$ cat config.mk
export PLATFORM = sky130hd
export DESIGN_NAME = lccr_regs
export DESIGN_NICKNAME = d
export VERILOG_FILES = /design/src/rtl/lccr_pkg.sv /design/src/rtl/lccr_regs.sv
export VERILOG_INCLUDE_DIRS = /design/src /design/src/rtl
export SDC_FILE = /design/constraint.sdc
export NUM_CORES = 1
export LEC_CHECK = 0
export ABC_CLOCK_PERIOD_IN_PS = 1700
export BUFFER_PORTS_ARGS = -buffer_cell sky130_fd_sc_hd__buf_2
export CORE_AREA = 4 4 81 83
export CTS_BUF_LIST = sky130_fd_sc_hd__clkbuf_16
export CTS_CLUSTER_DIAMETER = 50
export DETAILED_ROUTE_END_ITERATION = 8
export DIE_AREA = 0 0 85 87
export PLACE_DENSITY = 0.72
export SYNTH_ARGS = -nofsm -noshare
export SYNTH_HDL_FRONTEND = slang
export SYNTH_SLANG_ARGS = --single-unit
$ cat constraint.sdc
create_clock -name clk_sys -period 1.7 [get_ports clk_sys]
set_input_delay 0.34 -clock clk_sys [delete_from_list [all_inputs] [get_ports clk_sys]]
set_output_delay 0.34 -clock clk_sys [all_outputs]
set_load 0.005 [all_outputs]
$ cat src/rtl/lccr_defines.svh
`ifndef LCCR_DEFINES_SVH
`define LCCR_DEFINES_SVH

// register offsets
`define LCCR_ADDR_CTRL 8'h10
`define LCCR_ADDR_CHOPT 8'h13
`define LCCR_ADDR_DRV 8'h15
`define LCCR_ADDR_FLT 8'h16
`define LCCR_ADDR_MODE 8'h1C

// field positions
`define LCCR_BIT_CTRL_MODESEL 0
`define LCCR_BIT_SENSE_RANGE 2
`define LCCR_BIT_ANALOG_MOD 3
`define LCCR_BIT_REF_SWAP 6
`define LCCR_BIT_POLARITY 7
`define LCCR_DRV_CUR_MSB 5
`define LCCR_GAIN_MSB 7
`define LCCR_GAIN_LSB 6
`define LCCR_BIT_OSC_MASK 0
`define LCCR_BIT_CHON_MASK 1
`define LCCR_BIT_SIM_OVT 4
`define LCCR_BIT_SIM_OVC 5
`define LCCR_BIT_SIM_OSC 7
`define LCCR_MODE_MSB 1
`define LCCR_BIT_PIN_STATE 2

// reset values
`define LCCR_RST_CTRL 8'h00
`define LCCR_RST_CHOPT 8'h40
`define LCCR_RST_DRV 8'h00
`define LCCR_RST_FLT 8'h02
`define LCCR_RST_MODE 8'h05

// writable bits, all others read as zero
`define LCCR_WMASK_CTRL 8'h01
`define LCCR_WMASK_CHOPT 8'hCC
`define LCCR_WMASK_DRV 8'hFF
`define LCCR_WMASK_FLT 8'hB3
`define LCCR_WMASK_MODE 8'h07

// mode field codes
`define LCCR_MODE_OPERATE 2'h1
`define LCCR_MODE_CONFIG 2'h2

// amplification factors per gain code
`define LCCR_GAIN_X2 6'h02
`define LCCR_GAIN_X5 6'h05
`define LCCR_GAIN_X10 6'h0A
`define LCCR_GAIN_X50 6'h32

`endif

$ cat src/rtl/lccr_pkg.sv
package lccr_pkg;

   // decoded operating mode
   typedef enum logic [1:0] {
      LCCR_ILLEGAL,
      LCCR_OPERATE,
      LCCR_CONFIG
   } lccr_mode_t;

   // register access request from the serial front end
   typedef struct packed {
      logic wr_en;
      logic rd_en;
      logic [7:0] addr;
      logic [7:0] wdata;
   } lccr_req_t;

   // register read answer
   typedef struct packed {
      logic valid;
      logic [7:0] data;
   } lccr_rsp_t;

   // raw fault events from the analog side
   typedef struct packed {
      logic osc_error;
      logic channel_enabled;
      logic overtemp;
      logic overcurrent;
   } lccr_evt_t;

   // configuration applied to the laser channel
   typedef struct packed {
      logic control_mode_select;
      logic sense_range_select;
      logic analog_mod_enable;
      logic reference_swap;
      logic laser_polarity_select;
      logic [5:0] converter_drive_current;
      logic [1:0] sense_gain_select;
      logic [5:0] sense_gain_factor;
   } lccr_cfg_t;

   // whole state of the register bank
   typedef struct packed {
      logic [7:0] ctrl_ff;
      logic [7:0] channel_options_ff;
      logic [7:0] converter_drive_and_gain_ff;
      logic [7:0] fault_mask_and_simulate_ff;
      logic [7:0] mode_and_pin_control_ff;
      lccr_cfg_t applied_ff;
      lccr_evt_t sync1_ff;
      lccr_evt_t sync2_ff;
      lccr_rsp_t rsp_ff;
      lccr_evt_t eff_evt_ff;
      logic fault_check_output_n_ff;
      logic pin_oe_ff;
      logic mem_error_ff;
      lccr_mode_t mode_ff;
   } lccr_state_t;

endpackage : lccr_pkg

$ cat src/rtl/lccr_regs.sv
//Contract
//- bit 3 at 0x13 enables analog modulation
//- bit 6 at 0x13 swaps reference, reset one
//- bit 7 at 0x13 picks N or P laser
//- 0x15 bits 5:0 set converter current linearly
//- 0x15 bits 7:6 choose gain 2/5/10/50
//- 0x16 bit 0 masks oscillator error
//- 0x16 bit 1 masks channel-on monitor
//- 0x16 bit 4 simulates overtemperature
//- 0x16 bit 5 simulates overcurrent
//- 0x16 bit 7 simulates oscillator failure
//- mode codes 00 and 11 flag memory error
//- mode 01 applies configuration transparently
//- mode 10 holds last applied configuration
//- 0x1C bit 2 low pulls pin low
//- control mode select: power or current
//- sense range select: low or supply-referenced
`timescale 1ns/1ps
`include "lccr_defines.svh"

module lccr_regs #(
   parameter int REG_W = 8
) (
   input wire logic clk_sys,
   input wire logic rst,
   input wire lccr_pkg::lccr_req_t req,
   input wire lccr_pkg::lccr_evt_t evt_in,
   output lccr_pkg::lccr_rsp_t rsp,
   output lccr_pkg::lccr_cfg_t cfg,
   output lccr_pkg::lccr_evt_t eff_evt,
   output logic fault_check_output_n,
   output logic analog_input_pin_out,
   output logic analog_input_pin_oe,
   output logic mem_error,
   output lccr_pkg::lccr_mode_t op_mode
);

   // the register map is byte wide by construction
   if (REG_W != 8) begin : g_width_check
      $error("lccr_regs supports only REG_W = 8");
   end

   lccr_pkg::lccr_state_t s_ff;
   lccr_pkg::lccr_state_t nxt_s;

   // gain code to amplification factor
   function automatic logic [5:0] gain_factor(input logic [1:0] code);
      logic [5:0] f;
      f = `LCCR_GAIN_X2;
      case (code)
         2'h0: f = `LCCR_GAIN_X2;
         2'h1: f = `LCCR_GAIN_X5;
         2'h2: f = `LCCR_GAIN_X10;
         2'h3: f = `LCCR_GAIN_X50;
         default: f = `LCCR_GAIN_X2;
      endcase
      return f;
   endfunction : gain_factor

   // build the channel configuration from the current register values
   function automatic lccr_pkg::lccr_cfg_t build_cfg(
      input logic [7:0] ctrl,
      input logic [7:0] opt,
      input logic [7:0] drv
   );
      lccr_pkg::lccr_cfg_t c;
      c = '0;
      // power control when clear, current control when set
      c.control_mode_select = ctrl[`LCCR_BIT_CTRL_MODESEL];
      // low range when clear, supply-referenced when set
      c.sense_range_select = opt[`LCCR_BIT_SENSE_RANGE];
      c.analog_mod_enable = opt[`LCCR_BIT_ANALOG_MOD];
      c.reference_swap = opt[`LCCR_BIT_REF_SWAP];
      c.laser_polarity_select = opt[`LCCR_BIT_POLARITY];
      c.converter_drive_current = drv[`LCCR_DRV_CUR_MSB:0];
      c.sense_gain_select = drv[`LCCR_GAIN_MSB:`LCCR_GAIN_LSB];
      c.sense_gain_factor = gain_factor(c.sense_gain_select);
      return c;
   endfunction : build_cfg

   // read multiplexer, unmapped offsets and unlisted bits give zero
   function automatic logic [7:0] read_mux(
      input lccr_pkg::lccr_state_t s,
      input logic [7:0] addr
   );
      logic [7:0] d;
      d = 8'h00;
      case (addr)
         `LCCR_ADDR_CTRL: d = s.ctrl_ff & `LCCR_WMASK_CTRL;
         `LCCR_ADDR_CHOPT: d = s.channel_options_ff & `LCCR_WMASK_CHOPT;
         `LCCR_ADDR_DRV: d = s.converter_drive_and_gain_ff;
         `LCCR_ADDR_FLT: d = s.fault_mask_and_simulate_ff & `LCCR_WMASK_FLT;
         `LCCR_ADDR_MODE: d = s.mode_and_pin_control_ff & `LCCR_WMASK_MODE;
         default: d = 8'h00;
      endcase
      return d;
   endfunction : read_mux

   // decode the two-bit mode field
   function automatic lccr_pkg::lccr_mode_t decode_mode(
      input logic [1:0] code
   );
      lccr_pkg::lccr_mode_t m;
      m = lccr_pkg::LCCR_ILLEGAL;
      case (code)
         `LCCR_MODE_OPERATE: m = lccr_pkg::LCCR_OPERATE;
         `LCCR_MODE_CONFIG: m = lccr_pkg::LCCR_CONFIG;
         default: m = lccr_pkg::LCCR_ILLEGAL;
      endcase
      return m;
   endfunction : decode_mode

   // next-state logic for the whole bank
   always_comb begin
      logic [7:0] flt;
      logic osc_eff;
      logic ovt_eff;
      logic ovc_eff;
      logic fault;
      lccr_pkg::lccr_mode_t mode;
      flt = s_ff.fault_mask_and_simulate_ff;
      osc_eff = 1'b0;
      ovt_eff = 1'b0;
      ovc_eff = 1'b0;
      fault = 1'b0;
      mode = decode_mode(s_ff.mode_and_pin_control_ff[`LCCR_MODE_MSB:0]);
      nxt_s = s_ff;

      // two-stage synchroniser for the analog-side events
      nxt_s.sync1_ff = evt_in;
      nxt_s.sync2_ff = s_ff.sync1_ff;

      // byte writes store only the listed bits
      if (req.wr_en) begin
         case (req.addr)
            `LCCR_ADDR_CTRL: begin
               nxt_s.ctrl_ff = req.wdata & `LCCR_WMASK_CTRL;
            end
            `LCCR_ADDR_CHOPT: begin
               nxt_s.channel_options_ff =
                  req.wdata & `LCCR_WMASK_CHOPT;
            end
            `LCCR_ADDR_DRV: begin
               nxt_s.converter_drive_and_gain_ff =
                  req.wdata & `LCCR_WMASK_DRV;
            end
            `LCCR_ADDR_FLT: begin
               nxt_s.fault_mask_and_simulate_ff =
                  req.wdata & `LCCR_WMASK_FLT;
            end
            `LCCR_ADDR_MODE: begin
               nxt_s.mode_and_pin_control_ff =
                  req.wdata & `LCCR_WMASK_MODE;
            end
            default: begin
               nxt_s.ctrl_ff = s_ff.ctrl_ff;
            end
         endcase
      end

      // read answer one cycle after the request
      nxt_s.rsp_ff.valid = req.rd_en;
      if (req.rd_en) begin
         nxt_s.rsp_ff.data = read_mux(s_ff, req.addr);
      end else begin
         nxt_s.rsp_ff.data = 8'h00;
      end

      // operating mode and memory error
      nxt_s.mode_ff = mode;
      nxt_s.mem_error_ff = (mode == lccr_pkg::LCCR_ILLEGAL);

      // configuration latch: transparent in operation, held otherwise
      case (mode)
         lccr_pkg::LCCR_OPERATE: begin
            nxt_s.applied_ff = build_cfg(s_ff.ctrl_ff,
               s_ff.channel_options_ff,
               s_ff.converter_drive_and_gain_ff);
         end
         lccr_pkg::LCCR_CONFIG: begin
            nxt_s.applied_ff = s_ff.applied_ff;
         end
         default: begin
            nxt_s.applied_ff = s_ff.applied_ff;
         end
      endcase

      // events as seen by the channel, real or simulated
      osc_eff = s_ff.sync2_ff.osc_error | flt[`LCCR_BIT_SIM_OSC];
      ovt_eff = s_ff.sync2_ff.overtemp | flt[`LCCR_BIT_SIM_OVT];
      ovc_eff = s_ff.sync2_ff.overcurrent
         | flt[`LCCR_BIT_SIM_OVC];
      nxt_s.eff_evt_ff.osc_error = osc_eff;
      nxt_s.eff_evt_ff.overtemp = ovt_eff;
      nxt_s.eff_evt_ff.overcurrent = ovc_eff;
      nxt_s.eff_evt_ff.channel_enabled = s_ff.sync2_ff.channel_enabled;

      // fault check output, low while any unmasked condition stands
      fault = ovt_eff | ovc_eff | (mode == lccr_pkg::LCCR_ILLEGAL);
      if (!flt[`LCCR_BIT_OSC_MASK]) begin
         fault = fault | osc_eff;
      end
      if (!flt[`LCCR_BIT_CHON_MASK]) begin
         fault = fault | s_ff.sync2_ff.channel_enabled;
      end
      nxt_s.fault_check_output_n_ff = ~fault;

      // open-collector pin: drive low when the state bit is clear
      nxt_s.pin_oe_ff =
         ~s_ff.mode_and_pin_control_ff[`LCCR_BIT_PIN_STATE];
   end

   // state register with synchronous reset
   always_ff @(posedge clk_sys) begin
      if (rst) begin
         s_ff <= '0;
         s_ff.ctrl_ff <= `LCCR_RST_CTRL;
         s_ff.channel_options_ff <= `LCCR_RST_CHOPT;
         s_ff.converter_drive_and_gain_ff <= `LCCR_RST_DRV;
         s_ff.fault_mask_and_simulate_ff <= `LCCR_RST_FLT;
         s_ff.mode_and_pin_control_ff <= `LCCR_RST_MODE;
         s_ff.applied_ff <= '0;
         s_ff.applied_ff.reference_swap <= 1'b1;
         s_ff.applied_ff.sense_gain_factor <= `LCCR_GAIN_X2;
         s_ff.fault_check_output_n_ff <= 1'b1;
         s_ff.pin_oe_ff <= 1'b0;
         s_ff.mode_ff <= lccr_pkg::LCCR_OPERATE;
      end else begin
         s_ff <= nxt_s;
      end
   end

   // outputs straight from the state flip-flops, except the pin level which is tied low
   assign rsp = s_ff.rsp_ff;
   assign cfg = s_ff.applied_ff;
   assign eff_evt = s_ff.eff_evt_ff;
   assign fault_check_output_n = s_ff.fault_check_output_n_ff;
   assign analog_input_pin_out = 1'b0; // open collector only pulls low
   assign analog_input_pin_oe = s_ff.pin_oe_ff;
   assign mem_error = s_ff.mem_error_ff;
   assign op_mode = s_ff.mode_ff;

endmodule : lccr_regs

==> out/metrics.yaml, run 1 <==
status:
  status: "completed"
clocking:
  path_clk_slew_ns: 0.05
  cts.sink_count: 64
  clockBufferDepth: 2
  cts_resized: 0
  htreeDepth: 3
  cts_made_buffers: 9
  postCtsHoldBufs: 0
  clkLatencyLatePin_ns: 0.32
  cts_setup_buffers: 0
  cts-root-buf: "clkbuf_16"
  cts_tree: "done"
global_route:
  grt_usage: 0.1789
  grt_pass1_wl_um: 10270
  antenna_found_initial: 0
  grt_overflow_total: 0
  grt_max_degree: 27
  grt_pass1_vias: 2124
setup_path:
  worst_path_max_delay_cell: "or4b_1"
  startpoint_type: "flop"
  crit_fanout: 3
  cp_data_arrival_time_ns: 1.73
  crit_type: "reg -> reg"
  slowest_delay_ns: 0.44
  r2r-start: "s_ff[77]"
  cp.required_ns: 1.94
  worstReg2RegEnd: "rsp[0]"
  crit_path_end_kind: "flop"
  r2r.worst_path.cells: 3
  reg2reg_slack_ns: 0.21
  path_cells: "or4b_1, a311o_1, a211oi_2"
finish:
  diodes: 0
  nFillCells: 505
  final_util: 0.5806
  final_cell_mix: "64 x dfxtp_1, 60 x buf_2, 21 x nand2_1, 21 x mux2i_1, 21 x nor2_1"
  instances_no_fill: 416
  drive_gt1_frac: 0.3109
  fin_nets: 363
  layout_commonest_cell: "dfxtp_1"
  area_growth_pct: 19.34
yosys:
  ys.flop_type: "dfxtp_1"
  synthArstFlopShare: 0
  synth.top_cell.area_share: 0.4501
  synth.avg_cell_area_um2: 9.457
  syn-num-nets: 328
  synth.distinct_cells: 45
  synth_seq_cells: 64
  ys_warn_count: 0
  syn_inst: 301
  synth_edf_count: 0
  yosysTopAreaCell: "dfxtp_1"
  ys_seq_area_frac: 0.4501
  syn-cell-area_um2: 2846
  ys_top_cells_by_area: "dfxtp_1 45%, buf_4 9.2%, mux2i_1 7.4%"
floorplanning:
  rows: 28
  io_pins: 62
  die_w_um: 85
  coreArea_um2: 5851
  start_util: 0.4865
  dieArea_um2: 7395
  die_h_um: 87
drt:
  drc: 0
  first_pass_iters: 4
  wl_met2_um: 3041
  ant_nets: 0
  wl_per_cell_um: 15.35
  dr.first_iter.drc_count: 114
  topRoutingLayerUsed: "met4"
  wl_met3_um: 424
  vias_per_cell: 5.313
  drt-met1-wl_um: 2798
  route.vias.total: 2210
  wl_um: 6387
timing:
  rsz0062_at_grt: "no"
  hold_viol_final: 0
  finalCriticalPeriod_ns: 1.494
  fin_skew_ns: 0.004266
  fin_crit_sh: 0.8791
  setup_violations: 0
  fmax_mhz: 669.2
  drv_slew: 0
placement:
  place_congestion: 0.9170
  port_buffers: 60
  place_inst: 400
  hpwl_um: 4354
hold_path:
  hold_depth: 2
  min_path_type: "in -> reg"
  holdCritStartpoint: "evt_in[1]"
  min_delay_worst_endpoint: "nxt_s[19]"
run:
  cap_violations: 0
power:
  p_total_uw: 3768
  power_density_nw_per_um2: 1109
  peakVddDrop_mv: 0.6605
  leakagePower_uw: 0.001542
-- power breakdown --
| group | switching, uW | leakage (uW) | internal (uW) |
|---|---|---|---|
| Clock | 643 | 0.000161 | 1420 |
| Sequential | 3.90 | 0.000518 | 1520 |
| Combinational | 108 | 0.000864 | 80.0 |
| Total | 755 | 0.00154 | 3010 |
-- critical path, delay by kind of cell (launching register included) --
kind / cells / cell delay, ns
flops: 1 / 0.36
compound gates: 2 / 0.62
simple gates: 1 / 0.44
-- synth_stat cells (all sizes together), types with 2 or more instances --
library cell / number
dfxtp: 64
buf: 40
mux2i: 21
nand2: 21
nor2: 21
clkbuf: 16
nor2b: 16
inv: 11
a21oi: 9
nand3: 9
nand4: 7
a211oi: 6
nor4: 6
a31o: 5
nand3b: 5
a311oi: 4
o31ai: 4
a31oi: 3
and3b: 3
ha: 3
o21ai: 3
a211o: 2
a22oi: 2
nand4b: 2
nor4bb: 2
or2: 2
or4b: 2
-- per-stage QoR --
| step | area (um2) | setup WS (ns) | setup TNS [ns] | hold WS (ns) |
|---|---|---|---|---|
| 6_report | 3397 | 0.2056 | 0 | 0.2268 |
| 2_1_floorplan | 2846 | 0.1122 | 0 | 0.4127 |
| 4_1_cts | 3397 | 0.2115 | 0 | 0.2199 |
| 3_5_place_dp | 3062 | -0.01797 | -0.07206 | 0.4212 |
| 3_3_place_gp | 3062 | 0.002582 | 0 | 0.4186 |
| 5_1_grt | 3397 | 0.1733 | 0 | 0.2215 |
-- per-layer routing --
metal,vias up,track usage
met5,-,0
met4,0,0.07626
met3,12,0.06055
met2,79,0.2910
met1,1032,0.2161
li1,1087,-
-- layout make-up --
class	count	area (um2)	share of cell area
Timing Repair Buffer	80	475.5	0.1400
Clock buffer	9	225.2	0.06630
Tap cell	75	93.84	0.02762
Inverter	11	41.29	0.01215
Sequential cell	64	1281	0.3772
Clock inverter	7	110.1	0.03241
Multi-Input combinational cell	170	1170	0.3444
-- flip-flops by register name, indices dropped and copies added (netlist names) --
register and flops:
mem_error 1, fault_check_output_n 1, cfg 17, eff_evt 4, nxt_s 5, rsp 9, s_ff 24, analog_input_pin_oe 1
op_mode 2
-- worst max-delay path by stage --
stage / end / depth (start not counted) / from
floorplan: rsp[0] / 4 / req[13]
global placement: rsp[0] / 4 / req[13]
detailed placement: rsp[1] / 4 / req[13]
CTS: rsp[0] / 3 / s_ff[77]
global route: rsp[0] / 3 / s_ff[77]
finish: rsp[0] / 3 / s_ff[77]
-- kinds of logic (layout without fill, tap and decap cells) --
| group | Yosys count | after routing | synth area share |
|---|---|---|---|
| fa+ha+maj | 3 | 3 | 0.01319 |
| buf+inv | 67 | 107 | 0.1389 |
| mux | 21 | 21 | 0.07385 |
| xor+xnor | 1 | 1 | 0.008351 |
| other cells | 1 | 1 | 0.001317 |
| compound gates | 44 | 44 | 0.1143 |
| simple gates | 100 | 100 | 0.2000 |
| flops | 64 | 64 | 0.4501 |
(Power assumes the default switching activity.)
==> inputs of run 2 (changes only) <==
--- a/config.mk
+++ b/config.mk
@@ -6,7 +6,7 @@
 export SDC_FILE = /design/constraint.sdc
 export NUM_CORES = 1
 export LEC_CHECK = 0
-export ABC_CLOCK_PERIOD_IN_PS = 1700
+export ABC_CLOCK_PERIOD_IN_PS = 1600
 export BUFFER_PORTS_ARGS = -buffer_cell sky130_fd_sc_hd__buf_2
 export CORE_AREA = 4 4 81 83
 export CTS_BUF_LIST = sky130_fd_sc_hd__clkbuf_16
==> constraint.sdc (replaced) <==
create_clock -name clk_sys -period 1.6 [get_ports clk_sys]
set_input_delay 0.32 -clock clk_sys [delete_from_list [all_inputs] [get_ports clk_sys]]
set_output_delay 0.32 -clock clk_sys [all_outputs]
set_load 0.005 [all_outputs]
==> run 2 against run 1 <==
Effect of this change:
- via count is 0.27% lower
- clock power is 17% lower
- cell count is 1.4% higher
- core utilization is 0.66 points lower
- power is 6.5% lower
- clock skew hardly changed
- hold slack worse by 0.031 ns
- critical path depth stayed put
- flip-flop and latch count stayed put
- sequential power is 7% higher
- die area stayed put
- critical endpoint unchanged
- largest power group unchanged
- highest routed layer unchanged
==> out/metrics.yaml, run 2 (synthesis gave the netlist of run 1 again) <==
status:
  status: "completed"  # unchanged
hold_path:
  min_delay_worst_endpoint: "nxt_s[20]"  # was nxt_s[19]
  holdCritStartpoint: "evt_in[2]"  # was evt_in[1]
  min_path_type: "in -> reg"  # unchanged
  hold_depth: 2  # unchanged
setup_path:
  reg2reg_slack_ns: 0.13  # was 0.21 ns
  path_cells: "or4b_1, a311o_1, a211oi_2"  # unchanged
  worstReg2RegEnd: "rsp[0]"  # unchanged
  startpoint_type: "flop"  # unchanged
  crit_family: "compound AO/OA/AOI/OAI gates"  # unchanged
  crit_path_end_kind: "flop"  # unchanged
  r2r.worst_path.cells: 3  # unchanged
  cp_num_buf_inv: 0  # unchanged
  cp.required_ns: 1.85  # was 1.94 ns
  crit_type: "reg -> reg"  # unchanged
  r2r-start: "s_ff[77]"  # unchanged
  worst_path_max_delay_cell: "or4b_1"  # unchanged
  cp_data_arrival_time_ns: 1.72  # was 1.73 ns
  slowest_delay_ns: 0.44  # about the same
  crit_fanout: 3  # unchanged
drt:
  wl_per_cell_um: 14.62  # was 15.35 um
  dr.first_iter.drc_count: 124  # was 114
  wl_um: 6169  # was 6387 um
  ant_nets: 0  # unchanged
  route.vias.total: 2204  # was 2210
  vias_per_cell: 5.223  # was 5.313
  drc: 0  # unchanged
  first_pass_iters: 4  # unchanged
floorplanning:
  rows: 28  # unchanged
  die_h_um: 87  # unchanged
  start_util: 0.4865  # unchanged
  die_w_um: 85  # unchanged
  coreArea_um2: 5851  # unchanged
  io_pins: 62  # unchanged
  dieArea_um2: 7395  # unchanged
power:
  leakagePower_uw: 0.001532  # was 0.001542 uW
  p_int_uw: 2726  # was 3014 uW
  power.share.sequential: 0.458  # was 0.403
  p_total_uw: 3524  # was 3768 uW
  power_frac_clock: 0.484  # was 0.547
  power.switching_uw: 797.5  # was 754.7 uW
  power_density_nw_per_um2: 1049  # was 1109 nW/um2
  power_frac_comb: 0.058  # was 0.050
  switching_share: 0.2263  # was 0.2003
  peakVddDrop_mv: 0.6361  # was 0.6605 mV
clocking:
  cts_resized: 0  # unchanged
  clockBufferDepth: 2  # unchanged
  clkLatencyLatePin_ns: 0.33  # was 0.32 ns
  cts.sink_count: 64  # unchanged
  cts_made_buffers: 9  # unchanged
  path_clk_slew_ns: 0.05  # about the same
  cts_tree: "done"  # unchanged
  htreeDepth: 3  # unchanged
  cts-root-buf: "clkbuf_16"  # unchanged
  cts_setup_buffers: 0  # unchanged
  postCtsHoldBufs: 0  # unchanged
placement:
  place_inst: 406  # was 400
  port_buffers: 60  # unchanged
  place_congestion: 0.8991  # was 0.9170
  placed_cell_area_um2: 3094  # was 3062 um2
  hpwl_um: 4526  # was 4354 um
timing:
  drv_slew: 0  # unchanged
  fin_crit_sh: 0.9195  # was 0.8791
  setup_violations: 0  # unchanged
  fin_tns_setup_ns: 0  # unchanged
  fmax_mhz: 679.7  # was 669.2 MHz
  finalCriticalPeriod_ns: 1.471  # was 1.494 ns
  hold_viol_final: 0  # unchanged
  fin_skew_ns: 0.004002  # was 0.004266 ns
  rsz0062_at_grt: "no"  # unchanged
finish:
  area_growth_pct: 17.98  # was 19.34%
  final_util: 0.5740  # was 0.5806
  final_cell_mix: "64 x dfxtp_1, 60 x buf_2, 25 x buf_4"  # was 64 x dfxtp_1, 60 x buf_2, 21 x nand2_1, 21 x mux2i_1, 21 x nor2_1
  layout_commonest_cell: "dfxtp_1"  # unchanged
  instances_no_fill: 422  # was 416
  design_area_um2: 3358  # was 3397 um2
  largest_reg_flops: 24  # unchanged
  drive_gt1_frac: 0.3256  # was 0.3109
  diodes: 0  # unchanged
  regMostFlops: "s_ff"  # unchanged
  fin_nets: 369  # was 363
global_route:
  grt_util_met1: 0.2101  # was 0.2161
  grt_max_degree: 25  # was 27
  grtUsageMet2: 0.2634  # was 0.2910
  grt_usage: 0.1741  # was 0.1789
  grt_pass1_wl_um: 9894  # was 10270 um
  grt_overflow_total: 0  # unchanged
  grt_pass1_vias: 2094  # was 2124
  grt.met3_usage: 0.06906  # was 0.06055
  antenna_found_initial: 0  # unchanged
  gr-max-usage-layer: "met2"  # unchanged
run:
  cap_violations: 0  # unchanged
[run 2: per-layer routing]
metal | vias to the layer above | share of wire
met1 | 1025 | 0.45
met3 | 13 | 0.073
li1 | 1100 | -
met2 | 66 | 0.45
met4 | 0 | 0.026
met5 | - | 0
[run 2: worst max-delay path by stage]
stage | start | end | slack [ns] | cells past startpoint
detailed placement | req[13] | rsp[2] | -0.11 | 4
CTS | s_ff[77] | rsp[0] | 0.14 | 3
global route | s_ff[77] | rsp[0] | 0.08 | 3
finish | s_ff[77] | rsp[0] | 0.13 | 3
global placement | req[13] | rsp[0] | -0.08 | 4
floorplan | req[13] | rsp[0] | 0.03 | 4
[run 2: layout make-up]
type	instances	area [um2]
Inverter	11	41.29
Clock buffer	9	225.2
Sequential cell	64	1281
Tap cell	75	93.84
Fill cell	524	2492
Multi-Input combinational cell	170	1170
Clock inverter	7	38.79
Timing Repair Buffer	86	508.0
[run 2: metrics by stage]
step / hold WS (ns) / worst slack [ns]
after global placement: 0.4183 / -0.07532
after detailed placement: 0.4204 / -0.1096
after global routing: 0.2244 / 0.08380
after floorplan: 0.4127 / 0.03218
final: 0.1957 / 0.1288
after CTS: 0.1862 / 0.1430
[run 2: worst reg2reg max path: cells and delay by family (launching register included)]
family / cells / cell delay, ns
DFF: 1 / 0.36
and+or+nand+nor: 1 / 0.44
AOI/OAI and AO/OA: 2 / 0.59
[run 2: power groups by stage]
stage	Sequential [uW]	Combinational (uW)	Clock, uW
final	1620	203	1710
after global routing	1620	220	1820
after CTS	1610	203	1750
after detailed placement	1650	202	0
after global placement	1650	199	0
after floorplan	1650	114	0
